==> src/inc/pgp_pkg.sv <==
// Package with register map, reset values and mode codes for the port 2/3 block
package pgp_pkg;
	localparam int          ADDR_W        = 16;
	localparam int          DATA_W        = 8;
	localparam logic [15:0] ADDR_P2_DIR   = 16'hFFC1;
	localparam logic [15:0] ADDR_P3_DIR   = 16'hFFC4;
	localparam logic [15:0] ADDR_P2_LATCH = 16'hFFC3;
	localparam logic [15:0] ADDR_P3_LATCH = 16'hFFC6;
	localparam logic [15:0] ADDR_P2_PULL  = 16'hFFD8;
	localparam logic [7:0]  RST_ZERO      = 8'h00;
	localparam logic [7:0]  ALL_ONES      = 8'hFF;
	localparam logic [7:0]  UNMAPPED_READ = 8'h00;
	localparam logic [2:0]  MODE_EXP_LAST = 3'h4;
	localparam logic [2:0]  MODE_ROM_LAST = 3'h6;
	localparam logic [2:0]  MODE_SINGLE   = 3'h7;
	localparam logic [2:0]  MODE_FIRST    = 3'h1;
endpackage

==> src/hdl/pgp_port23.sv <==
// Port 2 and port 3 general-purpose I/O with register port
//
// Implementation choice: the plain strobed port.
`timescale 1ns/10ps
module pgp_port23 #(
	parameter int WIDTH = 8
) (
	// Clock and reset
	input  wire logic              clock,
	input  wire logic              nrst,
	// Mode and standby
	input  wire logic [2:0]        op_mode,
	input  wire logic              hw_standby,
	input  wire logic              sw_standby,
	// Register port
	input  wire logic [31:0]       reg_addr,
	input  wire logic [7:0]        reg_wdata,
	input  wire logic              reg_write,
	input  wire logic              reg_read,
	output logic      [7:0]        reg_rdata,
	// Bus side of the pins in expanded modes
	input  wire logic [WIDTH-1:0]  addr_hi,
	input  wire logic [WIDTH-1:0]  data_hi_out,
	input  wire logic              data_hi_drive,
	output logic      [WIDTH-1:0]  data_hi_in,
	// Port 2 pads
	input  wire logic [WIDTH-1:0]  p2_pad_in,
	output logic      [WIDTH-1:0]  p2_pad_out,
	output logic      [WIDTH-1:0]  p2_pad_oe_n,
	output logic      [WIDTH-1:0]  p2_pullup_on,
	// Port 3 pads
	input  wire logic [WIDTH-1:0]  p3_pad_in,
	output logic      [WIDTH-1:0]  p3_pad_out,
	output logic      [WIDTH-1:0]  p3_pad_oe_n
);
	logic [WIDTH-1:0] port2_output_latch;
	logic [WIDTH-1:0] port2_direction;
	logic [WIDTH-1:0] port2_pullup_enable;
	logic [WIDTH-1:0] port3_direction;
	logic [WIDTH-1:0] port3_output_latch;
	logic [WIDTH-1:0] p2_sync1;
	logic [WIDTH-1:0] p2_pin;
	logic [WIDTH-1:0] p3_sync1;
	logic [WIDTH-1:0] p3_pin;
	logic [WIDTH-1:0] p3_out_hold;
	logic [WIDTH-1:0] p3_oe_hold;

	wire logic [15:0]      low_addr;
	wire logic             mode_exp;
	wire logic             mode_rom;
	wire logic             mode_single;
	wire logic             wr_p2_dir;
	wire logic             wr_p2_latch;
	wire logic             wr_p2_pull;
	wire logic             wr_p3_dir;
	wire logic             wr_p3_latch;
	wire logic [WIDTH-1:0] p2_dir_eff;
	wire logic [WIDTH-1:0] p2_read_val;
	wire logic [WIDTH-1:0] p3_read_val;
	wire logic [WIDTH-1:0] next_p2_out;
	wire logic [WIDTH-1:0] next_p2_oe;
	wire logic [WIDTH-1:0] next_p2_pull;
	wire logic [WIDTH-1:0] next_p3_out;
	wire logic [WIDTH-1:0] next_p3_oe;
	logic      [7:0]       next_rdata;

	// Latch where driven, pin elsewhere
	function automatic logic [WIDTH-1:0] mix_read(
		input logic [WIDTH-1:0] dir,
		input logic [WIDTH-1:0] latch,
		input logic [WIDTH-1:0] pin
	);
		mix_read = (dir & latch) | (~dir & pin);
	endfunction

	assign low_addr    = reg_addr[15:0];
	assign mode_exp    = (op_mode >= pgp_pkg::MODE_FIRST) && (op_mode <= pgp_pkg::MODE_EXP_LAST);
	assign mode_rom    = (op_mode > pgp_pkg::MODE_EXP_LAST) && (op_mode <= pgp_pkg::MODE_ROM_LAST);
	assign mode_single = (op_mode == pgp_pkg::MODE_SINGLE);
	assign wr_p2_dir   = reg_write && (low_addr == pgp_pkg::ADDR_P2_DIR);
	assign wr_p2_latch = reg_write && (low_addr == pgp_pkg::ADDR_P2_LATCH);
	assign wr_p2_pull  = reg_write && (low_addr == pgp_pkg::ADDR_P2_PULL);
	assign wr_p3_dir   = reg_write && (low_addr == pgp_pkg::ADDR_P3_DIR);
	assign wr_p3_latch = reg_write && (low_addr == pgp_pkg::ADDR_P3_LATCH);

	// Direction forced to ones in ROM-less expanded modes
	assign p2_dir_eff  = mode_exp ? pgp_pkg::ALL_ONES : port2_direction;
	assign p2_read_val = mix_read(p2_dir_eff, port2_output_latch, p2_pin);
	assign p3_read_val = mix_read(port3_direction, port3_output_latch, p3_pin);

	// Address bits in expanded modes, latch in single-chip mode
	assign next_p2_out = mode_single ? port2_output_latch : addr_hi;
	assign next_p2_oe  = p2_dir_eff;
	assign next_p2_pull = (mode_rom || mode_single) && !hw_standby
		? (port2_pullup_enable & ~port2_direction) : pgp_pkg::RST_ZERO;

	// Software standby freezes what port 3 outputs show
	assign next_p3_out = sw_standby ? p3_out_hold
		: (mode_single ? port3_output_latch : data_hi_out);
	assign next_p3_oe  = sw_standby ? p3_oe_hold
		: (mode_single ? port3_direction : {WIDTH{data_hi_drive}});

	always_comb begin
		next_rdata = pgp_pkg::UNMAPPED_READ;
		if (low_addr == pgp_pkg::ADDR_P2_DIR)
			next_rdata = pgp_pkg::ALL_ONES;
		else if (low_addr == pgp_pkg::ADDR_P2_LATCH)
			next_rdata = p2_read_val;
		else if (low_addr == pgp_pkg::ADDR_P2_PULL)
			next_rdata = port2_pullup_enable;
		else if (low_addr == pgp_pkg::ADDR_P3_DIR)
			next_rdata = pgp_pkg::ALL_ONES;
		else if (low_addr == pgp_pkg::ADDR_P3_LATCH)
			next_rdata = p3_read_val;
	end

	// Pin synchronisers; first stage feeds only the second
	always_ff @(posedge clock or negedge nrst) begin
		if (!nrst) begin
			p2_sync1 <= pgp_pkg::RST_ZERO;
			p2_pin   <= pgp_pkg::RST_ZERO;
			p3_sync1 <= pgp_pkg::RST_ZERO;
			p3_pin   <= pgp_pkg::RST_ZERO;
		end else begin
			p2_sync1 <= p2_pad_in;
			p2_pin   <= p2_sync1;
			p3_sync1 <= p3_pad_in;
			p3_pin   <= p3_sync1;
		end
	end

	// Port 2 registers; hardware standby clears like reset
	always_ff @(posedge clock or negedge nrst) begin
		if (!nrst) begin
			port2_output_latch  <= pgp_pkg::RST_ZERO;
			port2_direction     <= pgp_pkg::RST_ZERO;
			port2_pullup_enable <= pgp_pkg::RST_ZERO;
		end else if (hw_standby) begin
			port2_output_latch  <= pgp_pkg::RST_ZERO;
			port2_direction     <= pgp_pkg::RST_ZERO;
			port2_pullup_enable <= pgp_pkg::RST_ZERO;
		end else begin
			if (wr_p2_latch)
				port2_output_latch <= reg_wdata;
			if (wr_p2_dir && !mode_exp)
				port2_direction <= reg_wdata;
			if (wr_p2_pull)
				port2_pullup_enable <= reg_wdata;
		end
	end

	// Port 3 registers
	always_ff @(posedge clock or negedge nrst) begin
		if (!nrst) begin
			port3_direction    <= pgp_pkg::RST_ZERO;
			port3_output_latch <= pgp_pkg::RST_ZERO;
		end else if (hw_standby) begin
			port3_direction    <= pgp_pkg::RST_ZERO;
			port3_output_latch <= pgp_pkg::RST_ZERO;
		end else begin
			if (wr_p3_dir)
				port3_direction <= reg_wdata;
			if (wr_p3_latch)
				port3_output_latch <= reg_wdata;
		end
	end

	// Pad and read outputs, all registered
	always_ff @(posedge clock or negedge nrst) begin
		if (!nrst) begin
			reg_rdata    <= pgp_pkg::RST_ZERO;
			p2_pad_out   <= pgp_pkg::RST_ZERO;
			p2_pad_oe_n  <= pgp_pkg::ALL_ONES;
			p2_pullup_on <= pgp_pkg::RST_ZERO;
			p3_pad_out   <= pgp_pkg::RST_ZERO;
			p3_pad_oe_n  <= pgp_pkg::ALL_ONES;
			p3_out_hold  <= pgp_pkg::RST_ZERO;
			p3_oe_hold   <= pgp_pkg::RST_ZERO;
			data_hi_in   <= pgp_pkg::RST_ZERO;
		end else if (hw_standby) begin
			reg_rdata    <= pgp_pkg::RST_ZERO;
			p2_pad_out   <= pgp_pkg::RST_ZERO;
			p2_pad_oe_n  <= pgp_pkg::ALL_ONES;
			p2_pullup_on <= pgp_pkg::RST_ZERO;
			p3_pad_out   <= pgp_pkg::RST_ZERO;
			p3_pad_oe_n  <= pgp_pkg::ALL_ONES;
			p3_out_hold  <= pgp_pkg::RST_ZERO;
			p3_oe_hold   <= pgp_pkg::RST_ZERO;
			data_hi_in   <= pgp_pkg::RST_ZERO;
		end else begin
			if (reg_read)
				reg_rdata <= next_rdata;
			p2_pad_out   <= next_p2_out;
			p2_pad_oe_n  <= ~next_p2_oe;
			p2_pullup_on <= next_p2_pull;
			p3_pad_out   <= next_p3_out;
			p3_pad_oe_n  <= ~next_p3_oe;
			p3_out_hold  <= next_p3_out;
			p3_oe_hold   <= next_p3_oe;
			data_hi_in   <= p3_pin;
		end
	end
endmodule

==> config.mk <==
export PLATFORM = sky130hd
export DESIGN_NAME = pgp_port23
export DESIGN_NICKNAME = d
export VERILOG_FILES = /design/src/inc/pgp_pkg.sv /design/src/hdl/pgp_port23.sv
export SDC_FILE = /design/constraint.sdc
export NUM_CORES = 1
export LEC_CHECK = 0
export ABC_AREA = 1
export BUFFER_PORTS_ARGS = -buffer_cell sky130_fd_sc_hd__buf_4
export CORE_MARGIN = 2
export CORE_UTILIZATION = 48
export DETAILED_ROUTE_END_ITERATION = 8
export GPL_ROUTABILITY_DRIVEN = 1
export GPL_TIMING_DRIVEN = 0
export PLACE_DENSITY = 0.83
export RECOVER_POWER = 50
export SETUP_SLACK_MARGIN = 0.05
export SYNTH_ARGS = -nofsm -noshare
export SYNTH_HDL_FRONTEND = slang
export SYNTH_SLANG_ARGS = --single-unit
==> constraint.sdc <==
create_clock -name clock -period 1.2 [get_ports clock]
set_clock_uncertainty 0.15 [all_clocks]
set_input_delay 0.12 -clock clock [delete_from_list [all_inputs] [get_ports clock]]
set_output_delay 0.12 -clock clock [all_outputs]
set_load 0.01 [all_outputs]
* Yosys cells after proc, flatten, opt, wreduce, memory -nomap -nowiden
Index checks and enable logic that the tools add are counted.
** Operators by class
- Bitwise gates (word level) :: 11
- Equality and inequality tests :: 7
- Reductions and logical operators :: 18
- Mux-type cells :: 31
- Magnitude comparators :: 4
** Operator list (count)
- 8-bit 2-to-1 mux :: 31
- 16-bit equality test, second input constant :: 5
- 8-bit bitwise AND :: 5
- 8-bit NOT :: 4
- 8-bit bitwise OR :: 2
- 2-bit nonzero test :: 6
- 1-bit logical AND :: 9
- 3-bit less-or-equal comparator, second input constant :: 2
- 3-bit equality test, second input constant :: 1
- 3-bit by 1-bit greater-or-equal comparator with 1-bit output, second input constant :: 1
- 3-bit greater-than comparator, second input constant :: 1
- 1-bit zero test :: 2
- 2-bit != test, second input constant :: 1
- 1-bit logical OR :: 1
** Storage, ports and cells
- Input port bits :: 82
- Register bits after elaboration :: 136
- Output and inout port bits :: 56
- Word-level logic and storage cells :: 88

* Logic depth before layout (Yosys ltp)
Gate-level depths: netlist of run 1.
- Depth after elaboration :: 10
- Gate-level depth with buffers :: 13

* Worst setup path after synthesis of run 1
OpenSTA, ideal clock, no wires.
- Path kind :: input-to-reg
- Start point :: input reg_addr[9]
- End point :: register port2_direction[0]
- Slack :: -186 ps
- Arrival time :: 1109 ps
- Path buffers :: 1
- Cell stages on the path :: 8
- Data required time :: 924 ps
- Cells stage by stage :: nand2_1 > nor2_4 > nand2_4 > nor2_4 > buf_6 > nand2_4 > o21ai_4 > o21ai_2
** Between the ends
- Longest elaborated chain between the ends :: 4
** Ends and longest elaborated chain
- start, declared :: RTL line pgp_port23.sv:16 : input wire logic [31:0] reg_addr,
- 16-bit equality test :: RTL line pgp_port23.sv:80 : assign wr_p2_dir = reg_write && (low_addr == pgp_pkg::ADDR_P2_DIR);
- 1-bit logical AND :: RTL line pgp_port23.sv:80
- 1-bit logical AND :: RTL line pgp_port23.sv:145 : if (wr_p2_dir && !mode_exp)
- 2-bit nonzero test (no line)
- end signal, assigned :: RTL line pgp_port23.sv:136 : port2_direction <= pgp_pkg::RST_ZERO;
- end signal, assigned :: RTL line pgp_port23.sv:140 : port2_direction <= pgp_pkg::RST_ZERO;
- end signal, assigned :: RTL line pgp_port23.sv:146 : port2_direction <= reg_wdata;
- end, declared :: RTL line pgp_port23.sv:37 : logic [WIDTH-1:0] port2_direction;
No other way between the ends.
A chain may end at the register's enable or synchronous reset.

* Final worst setup path of run 1
- Start point :: register p3_pad_oe_n[7]
- End point :: output p3_pad_oe_n[7]
** RTL lines
- start, declared :: RTL line pgp_port23.sv:34 : output logic [WIDTH-1:0] p3_pad_oe_n
- start signal, assigned :: RTL line pgp_port23.sv:176 : p3_pad_oe_n <= pgp_pkg::ALL_ONES;
- start signal, assigned :: RTL line pgp_port23.sv:186 : p3_pad_oe_n <= pgp_pkg::ALL_ONES;
- start signal, assigned :: RTL line pgp_port23.sv:197 : p3_pad_oe_n <= ~next_p3_oe;
No word-level cell between the ends.

==> results by group, run 1 <==
Clock network
  – Root Buffer: clkbuf_16
  – TritonCTS clock tree: built
  – CTS clk-pin slew, worst paths: about 0.060 ns
  – Clock Latency Late Sink: 0.42 ns
  – CTS max path bufs: 2
  – H-tree levels: 4
  – Clock sink count: between 100 and 150
  – CTS buffer count: 17

Worst setup path
  – Worst path required time: around 0.93 ns
  – Crit-path cells: buf_6
  – Crit end category: output port
  – Worst EP arrival: roughly 1.1 ns
  – CP Class: reg -> out
  – CP max-delay cell: dfstp_2
  – Crit-path leading delay family: flip-flops
  – Worst path max stage delay: 0.54 ns
  – Bufs and invs on worst path: 1
  – CP max FO: 1
  – Crit path launch type: register

Timing
  – Relative slew slack: a little under half
  – Final min period: around 1.3 ns
  – Fmax: around 0.75 GHz
  – RSZ-0062 raised after global routing: yes
  – Hold_ws: -0.525 ns
  – Worst-margin pin slew: 0.784 ns
  – Final Max Tran Viols: 0
  – Final worst slack: -0.139 ns
  – Tcrit/Tclk final: 112%
  – Final setup viols: 37
  – Final Hold Viols: between 60 and 70

Pwr
  – Peak supply drop: roughly 0.96 mV
  – Lkg Pwr: approximately 4.4 nW
  – Clk network pwr share: around 46%
  – Pwr dens: about 1400 nW/µm²
  – Comb power frac: 12.6%
  – Sequential power share: 41.7%
  – Design Power: 12.1 mW
  – Switch Pwr: 2.93 mW
  – Switch share: about 24%
  – Internal power: between 9 and 10 mW

Global routing
  – Remaining Overflow, GRT: 0
  – GR Layer Usage met3: approximately 7.3%
  – Initial antenna violation count: 0
  – Pin count of the biggest net entering global routing: between 80 and 90
  – GR peak layer: met2
  – First-pass GRT wire length: around 26 mm
  – Routing usage on met2: a little over two fifths
  – Gr usage total: 26.8%
  – Met1 Use GR: 36.4%
  – Vias in the first global route: 4903

Die
  – Io pins: around 140
  – Die W: 112 µm
  – Starting Density: 49.1%
  – Core ar.: 11400 µm²
  – Row count: 39
  – Die Area: roughly 13000 µm²
  – Die height: ~110 µm

Routing
  – Router iterations before antenna repair: 5
  – 1st-iter DRT viols: about 420
  – Routed WL: about 17 mm
  – DRC Markers: 0
  – Final antenna-violating net count: 0
  – Vias: between 5000 and 6000
  – DR vias/cell: between 5 and 6
  – WL/cell: approximately 18 µm

Synthesis
  – Cells after Synth: between 500 and 600
  – Post-synth net total: 680
  – Warnings, synthesis: 0
  – Avg Cell Area, Syn: around 9.3 µm²
  – Mapped Area: roughly 5600 µm²
  – Unique cell type count in the Yosys netlist: 29
  – Post-synthesis sequential area ratio: 61.3%
  – Post-synthesis register bit count: around 140

Placement
  – Pre-CTS setup slack: -0.667 ns
  – Number of buffers added on ports: 120
  – GP Congestion: ~0.9
  – HPWL Detailed: 10.6 mm
  – Placed Cells: 862

Finish
  – Antenna diode count: 0
  – Nets: approximately 910
  – Synth-to-layout area growth: 55.9%
  – Commonest non-fill, non-tap cell in the layout: nand2_1
  – Cell Count, Final, Fillers Out: a little under 1000
  – Layout cells sized above 1: between 40% and 50%
  – Core Util, Final: approximately three quarters
  – Most frequent cells in the layout: nand2_1 (138), dfrtp_1 (118), buf_4 (94)

Flow run
  – Max Cap Viol: 0

Status
  – Outcome: complete, but fails checks
  – Failing checks: hold timing, setup timing

Hold path
  – Tightest Hold Check Type: in -> async
-- worst reg2reg max path: stages, from the launching register on --
cell     delay [ns]
dfrtp_1        0.41
nand2_1        0.09
o21ai_2        0.06
nand3_1        0.08
nand2_1        0.06
nand2_1        0.08
nand2_1        0.08
nand2_1        0.09
nand2_1        0.06
-- cell families (layout without fill, tap and decap cells) --
logic type             Yosys count  after routing  share of synthesized area (%)
AO/OA/AOI/OAI                   93             93                           10.2
AND/OR/NAND/NOR                260            262                           20.4
buffers and inverters          109            351                           8.13
flip-flops                     136            136                           61.3
-- what timing repair did --
action	4_1_cts	5_1_grt
gates resized for setup	96	45
buffers inserted	32	20
endpoints found under the setup margin	79	103
gates cloned	1	2
endpoints found under the hold margin	175	67
hold buffers	36	1
pin swaps	38	21
-- cell type report --
class,count,area [µm²]
Buffer,17,118
Clock inverter,10,141
Inverter,92,399
Fill cell,707,2660
Timing Repair Buffer,210,1940
Sequential cell,136,3430
Multi-Input combinational cell,355,2020
Clock buffer,22,494
Tap cell,143,179
-- power by group through the flow --
| stage | Combinational [mW] | Clock (mW) | Sequential, mW |
|---|---|---|---|
| 2_1_floorplan | 0.453 | 0 | 5.11 |
| 3_3_place_gp | 1.08 | 0 | 5.08 |
| 3_5_place_dp | 1.12 | 0 | 5.09 |
| 4_1_cts | 1.40 | 5.53 | 5.03 |
| 5_1_grt | 1.64 | 5.75 | 5.06 |
| 6_report | 1.53 | 5.51 | 5.04 |
-- metrics by stage --
step | setup TNS (ns) | area (µm²) | hold slack [ns]
final | -2.17 | 8710 | -0.525
after global routing | -3.74 | 8710 | -0.493
after CTS | -2.17 | 8370 | -0.502
after detailed placement | -27.32 | 6820 | -0.0607
after global placement | -94.25 | 6790 | 0.0792
after floorplan | -1.84 | 5710 | -0.326
-- cell usage after synthesis --
cell      number  area, µm²
nand2_1      170        638
dfrtp_1      120       3000
inv_1         71        267
o21ai_1       37        185
nand3_1       34        170
nor2_1        30        113
inv_2         21       78.8
o21ai_0       20        100
dfstp_2       16        420
a21oi_1        8       40.0
nor3_1         8       40.0
o211ai_1       8       60.1
o21ai_2        8       70.1
o22ai_1        8       50.1
buf_2          6       30.0
clkbuf_1       6       22.5
nor2_4         6       67.6
buf_6          5       56.3
nand2_2        3       18.8
nor2_2         3       18.8
nand2_4        2       22.5
a21oi_4        1       16.3
a31oi_4        1       21.3
nand4_1        1       6.26
nor3_4         1       16.3
nor4_4         1       21.3
o211ai_2       1       12.5
o21ai_4        1       16.3
or2_2          1       6.26
-- path summary, 6_finish.rpt --
path / from / end / slack (ns) / depth (start not counted)
max reg2reg: port3_output_latch[5] / reg_rdata[5] / -0.07 / 8
min reg2reg: p3_sync1[5] / p3_pin[5] / 0.20 / 0
min: nrst / port2_pullup_enable[4] / -0.53 / 1
max: p3_pad_oe_n[7] / p3_pad_oe_n[7] / -0.14 / 1
min in group clock: hw_standby / port3_output_latch[3] / -0.09 / 4
max in group asynchronous: nrst / port3_output_latch[0] / 0.32 / 2
-- flip-flops by register name, indices dropped and copies added (netlist names) --
name	cells
data_hi_in	8
port3_output_latch	8
p3_oe_hold	8
port2_direction	8
port2_pullup_enable	8
p2_sync1	8
p2_pad_out	8
port3_direction	8
reg_rdata	8
p2_pin	8
p3_sync1	8
p3_out_hold	8
p2_pad_oe_n	8
p2_pullup_on	8
p3_pad_oe_n	8
p3_pin	8
port2_output_latch	8
-- per-layer routing --
layer / wire [µm] / up-vias / share of wire (%)
li1: - / 2346 / -
met4: 460 / 0 / 2.6
met1: 7190 / 2473 / 41
met2: 8460 / 252 / 49
met3: 1260 / 54 / 7.3
met5: 0 / - / 0
(Power assumes the default switching activity.)
==> run 2: changes to the inputs <==
--- a/config.mk
+++ b/config.mk
@@ -7,14 +7,16 @@
 export LEC_CHECK = 0
 export ABC_AREA = 1
 export BUFFER_PORTS_ARGS = -buffer_cell sky130_fd_sc_hd__buf_4
+export CORE_ASPECT_RATIO = 1.2
 export CORE_MARGIN = 2
 export CORE_UTILIZATION = 48
 export DETAILED_ROUTE_END_ITERATION = 8
 export GPL_ROUTABILITY_DRIVEN = 1
 export GPL_TIMING_DRIVEN = 0
-export PLACE_DENSITY = 0.83
+export PLACE_DENSITY = 0.85
 export RECOVER_POWER = 50
 export SETUP_SLACK_MARGIN = 0.05
+export SKIP_LAST_GASP = 1
 export SYNTH_ARGS = -nofsm -noshare
 export SYNTH_HDL_FRONTEND = slang
 export SYNTH_SLANG_ARGS = --single-unit
==> results by group, run 2 (synthesis gave the netlist of run 1 again) <==
Finish
  – Multi-input combinational cell area: between 2000 and 2500 µm²
  – Antenna diode count: 0
  – Nets: 936
  – Core Util, Final: roughly four fifths
  – Commonest non-fill, non-tap cell in the layout: nand2_1
  – Layout filler cell count: between 600 and 700
  – FF+latch area: approximately 3400 µm²
  – Synth-to-layout area growth: 60.5%
  – Most frequent cells in the layout: nand2_1 (130), dfrtp_1 (119), buf_4 (106)
  – Final Cell Area: about 9000 µm²
  – Layout cells sized above 1: between 40 and 50%

Timing
  – Final Hold Viols: 18
  – Hold_ws: -0.100 ns
  – RSZ-0062 raised after global routing: yes
  – Final Max Tran Viols: 0
  – Final min period: 1.32 ns
  – Fmax: roughly 0.75 GHz
  – Relative slew slack: 61.4%
  – Final worst slack: -0.125 ns
  – Final setup viols: 54
  – Worst-margin pin slew: 0.580 ns
  – Tcrit/Tclk final: 110%

Die
  – Die W: 102 µm
  – Die height: 122 µm
  – Io pins: between 100 and 150
  – Starting Density: 48.8%
  – Die Area: between 10000 and 15000 µm²
  – Core ar.: 11500 µm²
  – Row count: 43

Worst setup path
  – Bufs and invs on worst path: 1
  – R2r startpoint: port2_direction[0]
  – Crit path launch type: register
  – CP max FO: 1
  – Crit-path cells: buf_6
  – CP Class: reg -> out
  – Worst path max stage delay: 0.53 ns
  – CP max-delay cell: dfstp_2
  – Crit end category: output port
  – Crit. Startpoint: p2_pad_oe_n[2]
  – Worst path required time: approximately 0.93 ns
  – Worst EP arrival: approximately 1.1 ns
  – Crit-path leading delay family: flip-flops

Clock network
  – Hold buffer count at CTS: 42
  – TritonCTS clock tree: built
  – CTS clk-pin slew, worst paths: ~0.060 ns
  – Clock sink count: between 100 and 150
  – CTS max path bufs: 2
  – CTS buffer count: 17
  – Clock Latency Late Sink: roughly 0.43 ns
  – Root Buffer: clkbuf_16
  – H-tree levels: 4

Routing
  – Final antenna-violating net count: 0
  – Vias: 5585
  – DR vias/cell: between 5 and 6
  – Router iterations before antenna repair: 7
  – WL/cell: roughly 19 µm
  – 1st-iter DRT viols: ~690
  – DRC Markers: 0
  – Routed WL: 19.6 mm

Placement
  – Number of buffers added on ports: 120
  – HPWL Detailed: around 10 mm
  – DP Area: roughly 6800 µm²
  – GP Congestion: 0.899

Global routing
  – GR peak layer: met2
  – Remaining Overflow, GRT: 0
  – First-pass GRT wire length: about 27 mm
  – Met1 Use GR: 35.8%
  – Gr usage total: around 29%
  – Routing usage on met2: around half
  – Vias in the first global route: 5323
  – GR Layer Usage met3: under 10%
  – Pin count of the biggest net entering global routing: just over 100
  – Initial antenna violation count: 0

Pwr
  – Clk network pwr share: roughly 44%
  – Switch Pwr: approximately 3.1 mW
  – Internal power: between 8 and 9 mW
  – Peak supply drop: 1.16 mV
  – Sequential power share: 42.5%
  – Lkg Pwr: between 4 and 5 nW
  – Switch share: 25.7%
  – Comb power frac: between 10% and 20%
  – Pwr dens: around 1300 nW/µm²

Hold path
  – Min-delay src: reg_read
  – Tightest Hold Check Type: in -> reg

Status
  – Failing checks: hold timing, setup timing
  – Outcome: complete, but fails checks

Flow run
  – Max Cap Viol: 0
-- run 2: cell count changes in the layout (fill, tap and decap cells not counted), moves of 4 or more --
cell	change
buf_4	+12
buf_6	+7
dlygate4sd3_1	+5
nand2_1	-8
nand2_4	+5
nand3_1	-4
nor2_1	+4
nor2_2	-4
-- run 2: path summary, 6_finish.rpt --
path,cells past startpoint,slack (ns),endpoint
worst max register to register,8,-0.11,reg_rdata[0]
max in group asynchronous,3,0.01,p2_pad_oe_n[7]
worst min register to register,0,0.19,p2_pin[7]
worst min-delay path,4,-0.10,reg_rdata[3]
worst max-delay path,1,-0.12,p2_pad_oe_n[2]
min in group asynchronous,2,0.10,p2_sync1[2]
-- run 2: power by group through the flow --
| stage | Clock [mW] | Combinational [mW] | Sequential (mW) |
|---|---|---|---|
| 2_1_floorplan | 0 | 0.453 | 5.11 |
| 3_3_place_gp | 0 | 1.07 | 5.08 |
| 3_5_place_dp | 0 | 1.11 | 5.09 |
| 4_1_cts | 5.17 | 1.40 | 5.02 |
| 5_1_grt | 5.46 | 1.70 | 5.07 |
| 6_report | 5.25 | 1.60 | 5.05 |
-- run 2: per-layer routing --
metal  up-vias  part of all wire [%]
met3       143                   9.6
met4         0                   7.0
met5         -                     0
met2       425                    49
li1       2392                     -
met1      2625                    35
-- run 2: layout make-up --
class | count | share of cell area, %
clock buffers | 21 | 5.25
inverters | 92 | 4.45
flip-flops and latches | 136 | 38.2
repair buffers | 237 | 24.4
well taps | 157 | 2.19
multi-input cells | 353 | 22.8
plain buffers | 17 | 1.34
clock inverters | 11 | 1.38
-- run 2: metrics by stage --
step	std cells	setup TNS, ns	worst slack, ns	power (mW)
floorplan	598	-1.84	-0.164	5.56
global placement	875	-89.15	-0.575	6.15
global route	1024	-8.20	-0.181	12.2
finish	1024	-2.99	-0.125	11.9
detailed placement	876	-26.37	-0.582	6.21
CTS	992	-2.28	-0.128	11.6
-- run 2: timing repair --
item,CTS,global route
pin swaps,16,61
buffers inserted,42,33
setup endpoints to repair,79,215
endpoints found under the hold margin,192,19
gates resized for setup,96,74
gates cloned,0,1
==> run 3: changes to the inputs <==
--- a/config.mk
+++ b/config.mk
@@ -8,7 +8,6 @@
 export ABC_AREA = 1
 export BUFFER_PORTS_ARGS = -buffer_cell sky130_fd_sc_hd__buf_4
 export CORE_ASPECT_RATIO = 1.2
-export CORE_MARGIN = 2
 export CORE_UTILIZATION = 48
 export DETAILED_ROUTE_END_ITERATION = 8
 export GPL_ROUTABILITY_DRIVEN = 1
@@ -17,6 +16,7 @@
 export RECOVER_POWER = 50
 export SETUP_SLACK_MARGIN = 0.05
 export SKIP_LAST_GASP = 1
+export SLEW_MARGIN = 20
 export SYNTH_ARGS = -nofsm -noshare
 export SYNTH_HDL_FRONTEND = slang
 export SYNTH_SLANG_ARGS = --single-unit
==> results by group, run 3 (synthesis gave the netlist of run 1 again) <==
Timing
  – Tcrit/Tclk final: 113%
  – Final setup viols: 43
  – Final min period: between 1 and 1.5 ns
  – Relative slew slack: between 40% and 50%
  – Final worst slack: -0.151 ns
  – Fmax: approximately 0.74 GHz
  – Final Hold Viols: 64
  – RSZ-0062 raised after global routing: yes
  – Final Max Tran Viols: 0
  – Worst-margin pin slew: just under 0.8 ns
  – Hold_ws: -0.521 ns

Finish
  – Most frequent cells in the layout: nand2_1 (133), dfrtp_1 (118), buf_4 (100)
  – Synth-to-layout area growth: 57.1%
  – Layout cells sized above 1: between 40% and 50%
  – Nets: 924
  – FF+latch area: around 3400 µm²
  – Multi-input combinational cell area: between 1500 and 2000 µm²
  – Antenna diode count: 0
  – Commonest non-fill, non-tap cell in the layout: nand2_1
  – Layout filler cell count: slightly above 600

Global routing
  – Gr usage total: a little under a third
  – Vias in the first global route: 5358
  – Remaining Overflow, GRT: 0
  – First-pass GRT wire length: 27.3 mm
  – Initial antenna violation count: 0
  – Pin count of the biggest net entering global routing: 88

Die
  – Die W: 100 µm
  – Die Area: roughly 12000 µm²
  – Starting Density: approximately half
  – Die height: about 120 µm
  – Row count: between 40 and 50
  – Core ar.: 11200 µm²
  – Io pins: 138

Worst setup path
  – Most frequent CP cell: nand2_1
  – Worst EP arrival: ~1.5 ns
  – CP max FO: 3
  – CP max-delay cell: dfrtp_1
  – Crit. Startpoint: port3_output_latch[4]
  – Worst path max stage delay: about 0.42 ns
  – R2r startpoint: port3_output_latch[4]
  – Crit end category: register
  – Worst path required time: around 1.4 ns
  – Crit path launch type: register
  – CP Class: reg -> reg
  – Crit-path cells: nand2_1 > o21ai_2 > nand3_1 > nand2_1 > nand2_1 > nand2_1 > nand2_1 > nand2_1

Routing
  – DR vias/cell: between 5 and 6
  – Vias: between 5000 and 6000
  – WL/cell: 19.0 µm
  – DRC Markers: 0
  – Router iterations before antenna repair: 5
  – Final antenna-violating net count: 0
  – 1st-iter DRT viols: between 700 and 800
  – Routed WL: between 15 and 20 mm

Pwr
  – Lkg Pwr: roughly 4.4 nW
  – Pwr dens: roughly 1400 nW/µm²
  – Peak supply drop: 1.24 mV

Clock network
  – TritonCTS clock tree: built
  – Clock Latency Late Sink: roughly 0.42 ns
  – CTS max path bufs: 2
  – Hold buffer count at CTS: 41
  – Clock sink count: between 100 and 150
  – H-tree levels: 4
  – Root Buffer: clkbuf_16
  – CTS clk-pin slew, worst paths: around 0.060 ns
  – CTS buffer count: 17

Status
  – Outcome: complete, but fails checks
  – Failing checks: hold timing, setup timing

Placement
  – Number of buffers added on ports: 120
  – Pre-CTS setup slack: -0.577 ns
  – HPWL Detailed: 10.4 mm
  – GP Congestion: about 0.89

Flow run
  – Max Cap Viol: 0

Hold path
  – Tightest Hold Check Type: in -> async
-- run 3: cell type report --
type / instances / share of cell area (%)
Clock buffer: 19 / 4.93
Multi-Input combinational cell: 354 / 22.3
Inverter: 92 / 4.57
Tap cell: 154 / 2.19
Timing Repair Buffer: 224 / 23.6
Clock inverter: 13 / 2.04
Sequential cell: 136 / 39.0
Buffer: 17 / 1.31
-- run 3: power breakdown --
| part | total [mW] | leakage [nW] | internal (mW) | switching, mW |
|---|---|---|---|---|
| clock | 5.44 | 0.300 | 3.46 | 1.97 |
| combinational | 1.56 | 2.42 | 0.725 | 0.835 |
| sequential | 5.04 | 1.70 | 4.89 | 0.158 |
| total | 12.0 | 4.43 | 9.07 | 2.97 |
-- run 3: path summary, 6_finish.rpt --
kind | endpoint | cells after the start | slack [ns]
max | reg_rdata[4] | 8 | -0.15
min | p2_pullup_on[6] | 1 | -0.52
max reg2reg | reg_rdata[4] | 8 | -0.15
min reg2reg | p3_pin[6] | 0 | 0.20
max in group asynchronous | port3_direction[6] | 2 | 0.28
min in group clock | reg_rdata[1] | 4 | -0.09
-- run 3: stage by stage --
step	util (%)	power, mW	setup TNS [ns]	area [µm²]	cells
2_1_floorplan	-	5.56	-1.84	5710	598
3_3_place_gp	60.8	6.15	-92.46	6810	872
3_5_place_dp	61.1	6.20	-29.89	6840	873
4_1_cts	75.3	11.8	-2.37	8430	983
5_1_grt	78.4	12.3	-3.82	8780	1009
6_report	78.4	12.0	-2.90	8780	1009
-- run 3: routing by layer --
layer / wire (µm) / GRT usage (%) / up-vias
met5: 0 / 0 / -
met4: 1150 / 15.2 / 0
met3: 1650 / 6.76 / 114
met2: 9520 / 51.3 / 420
met1: 6830 / 37.6 / 2620
li1: - / - / 2360
-- run 3: worst max-delay path, delay by kind of cell (launching register included) --
kind / cells / cell delay [ns]
AO/OA/AOI/OAI: 1 / 0.07
flip-flops: 1 / 0.42
AND/OR/NAND/NOR: 7 / 0.61
-- run 3: repair_timing --
item / 4_1_cts / 5_1_grt
gates resized for setup: 89 / 51
pin swaps: 37 / 33
setup buffers: 37 / 25
setup endpoints to repair: 77 / 97
gates cloned: 0 / 1
endpoints found under the hold margin: 195 / 65
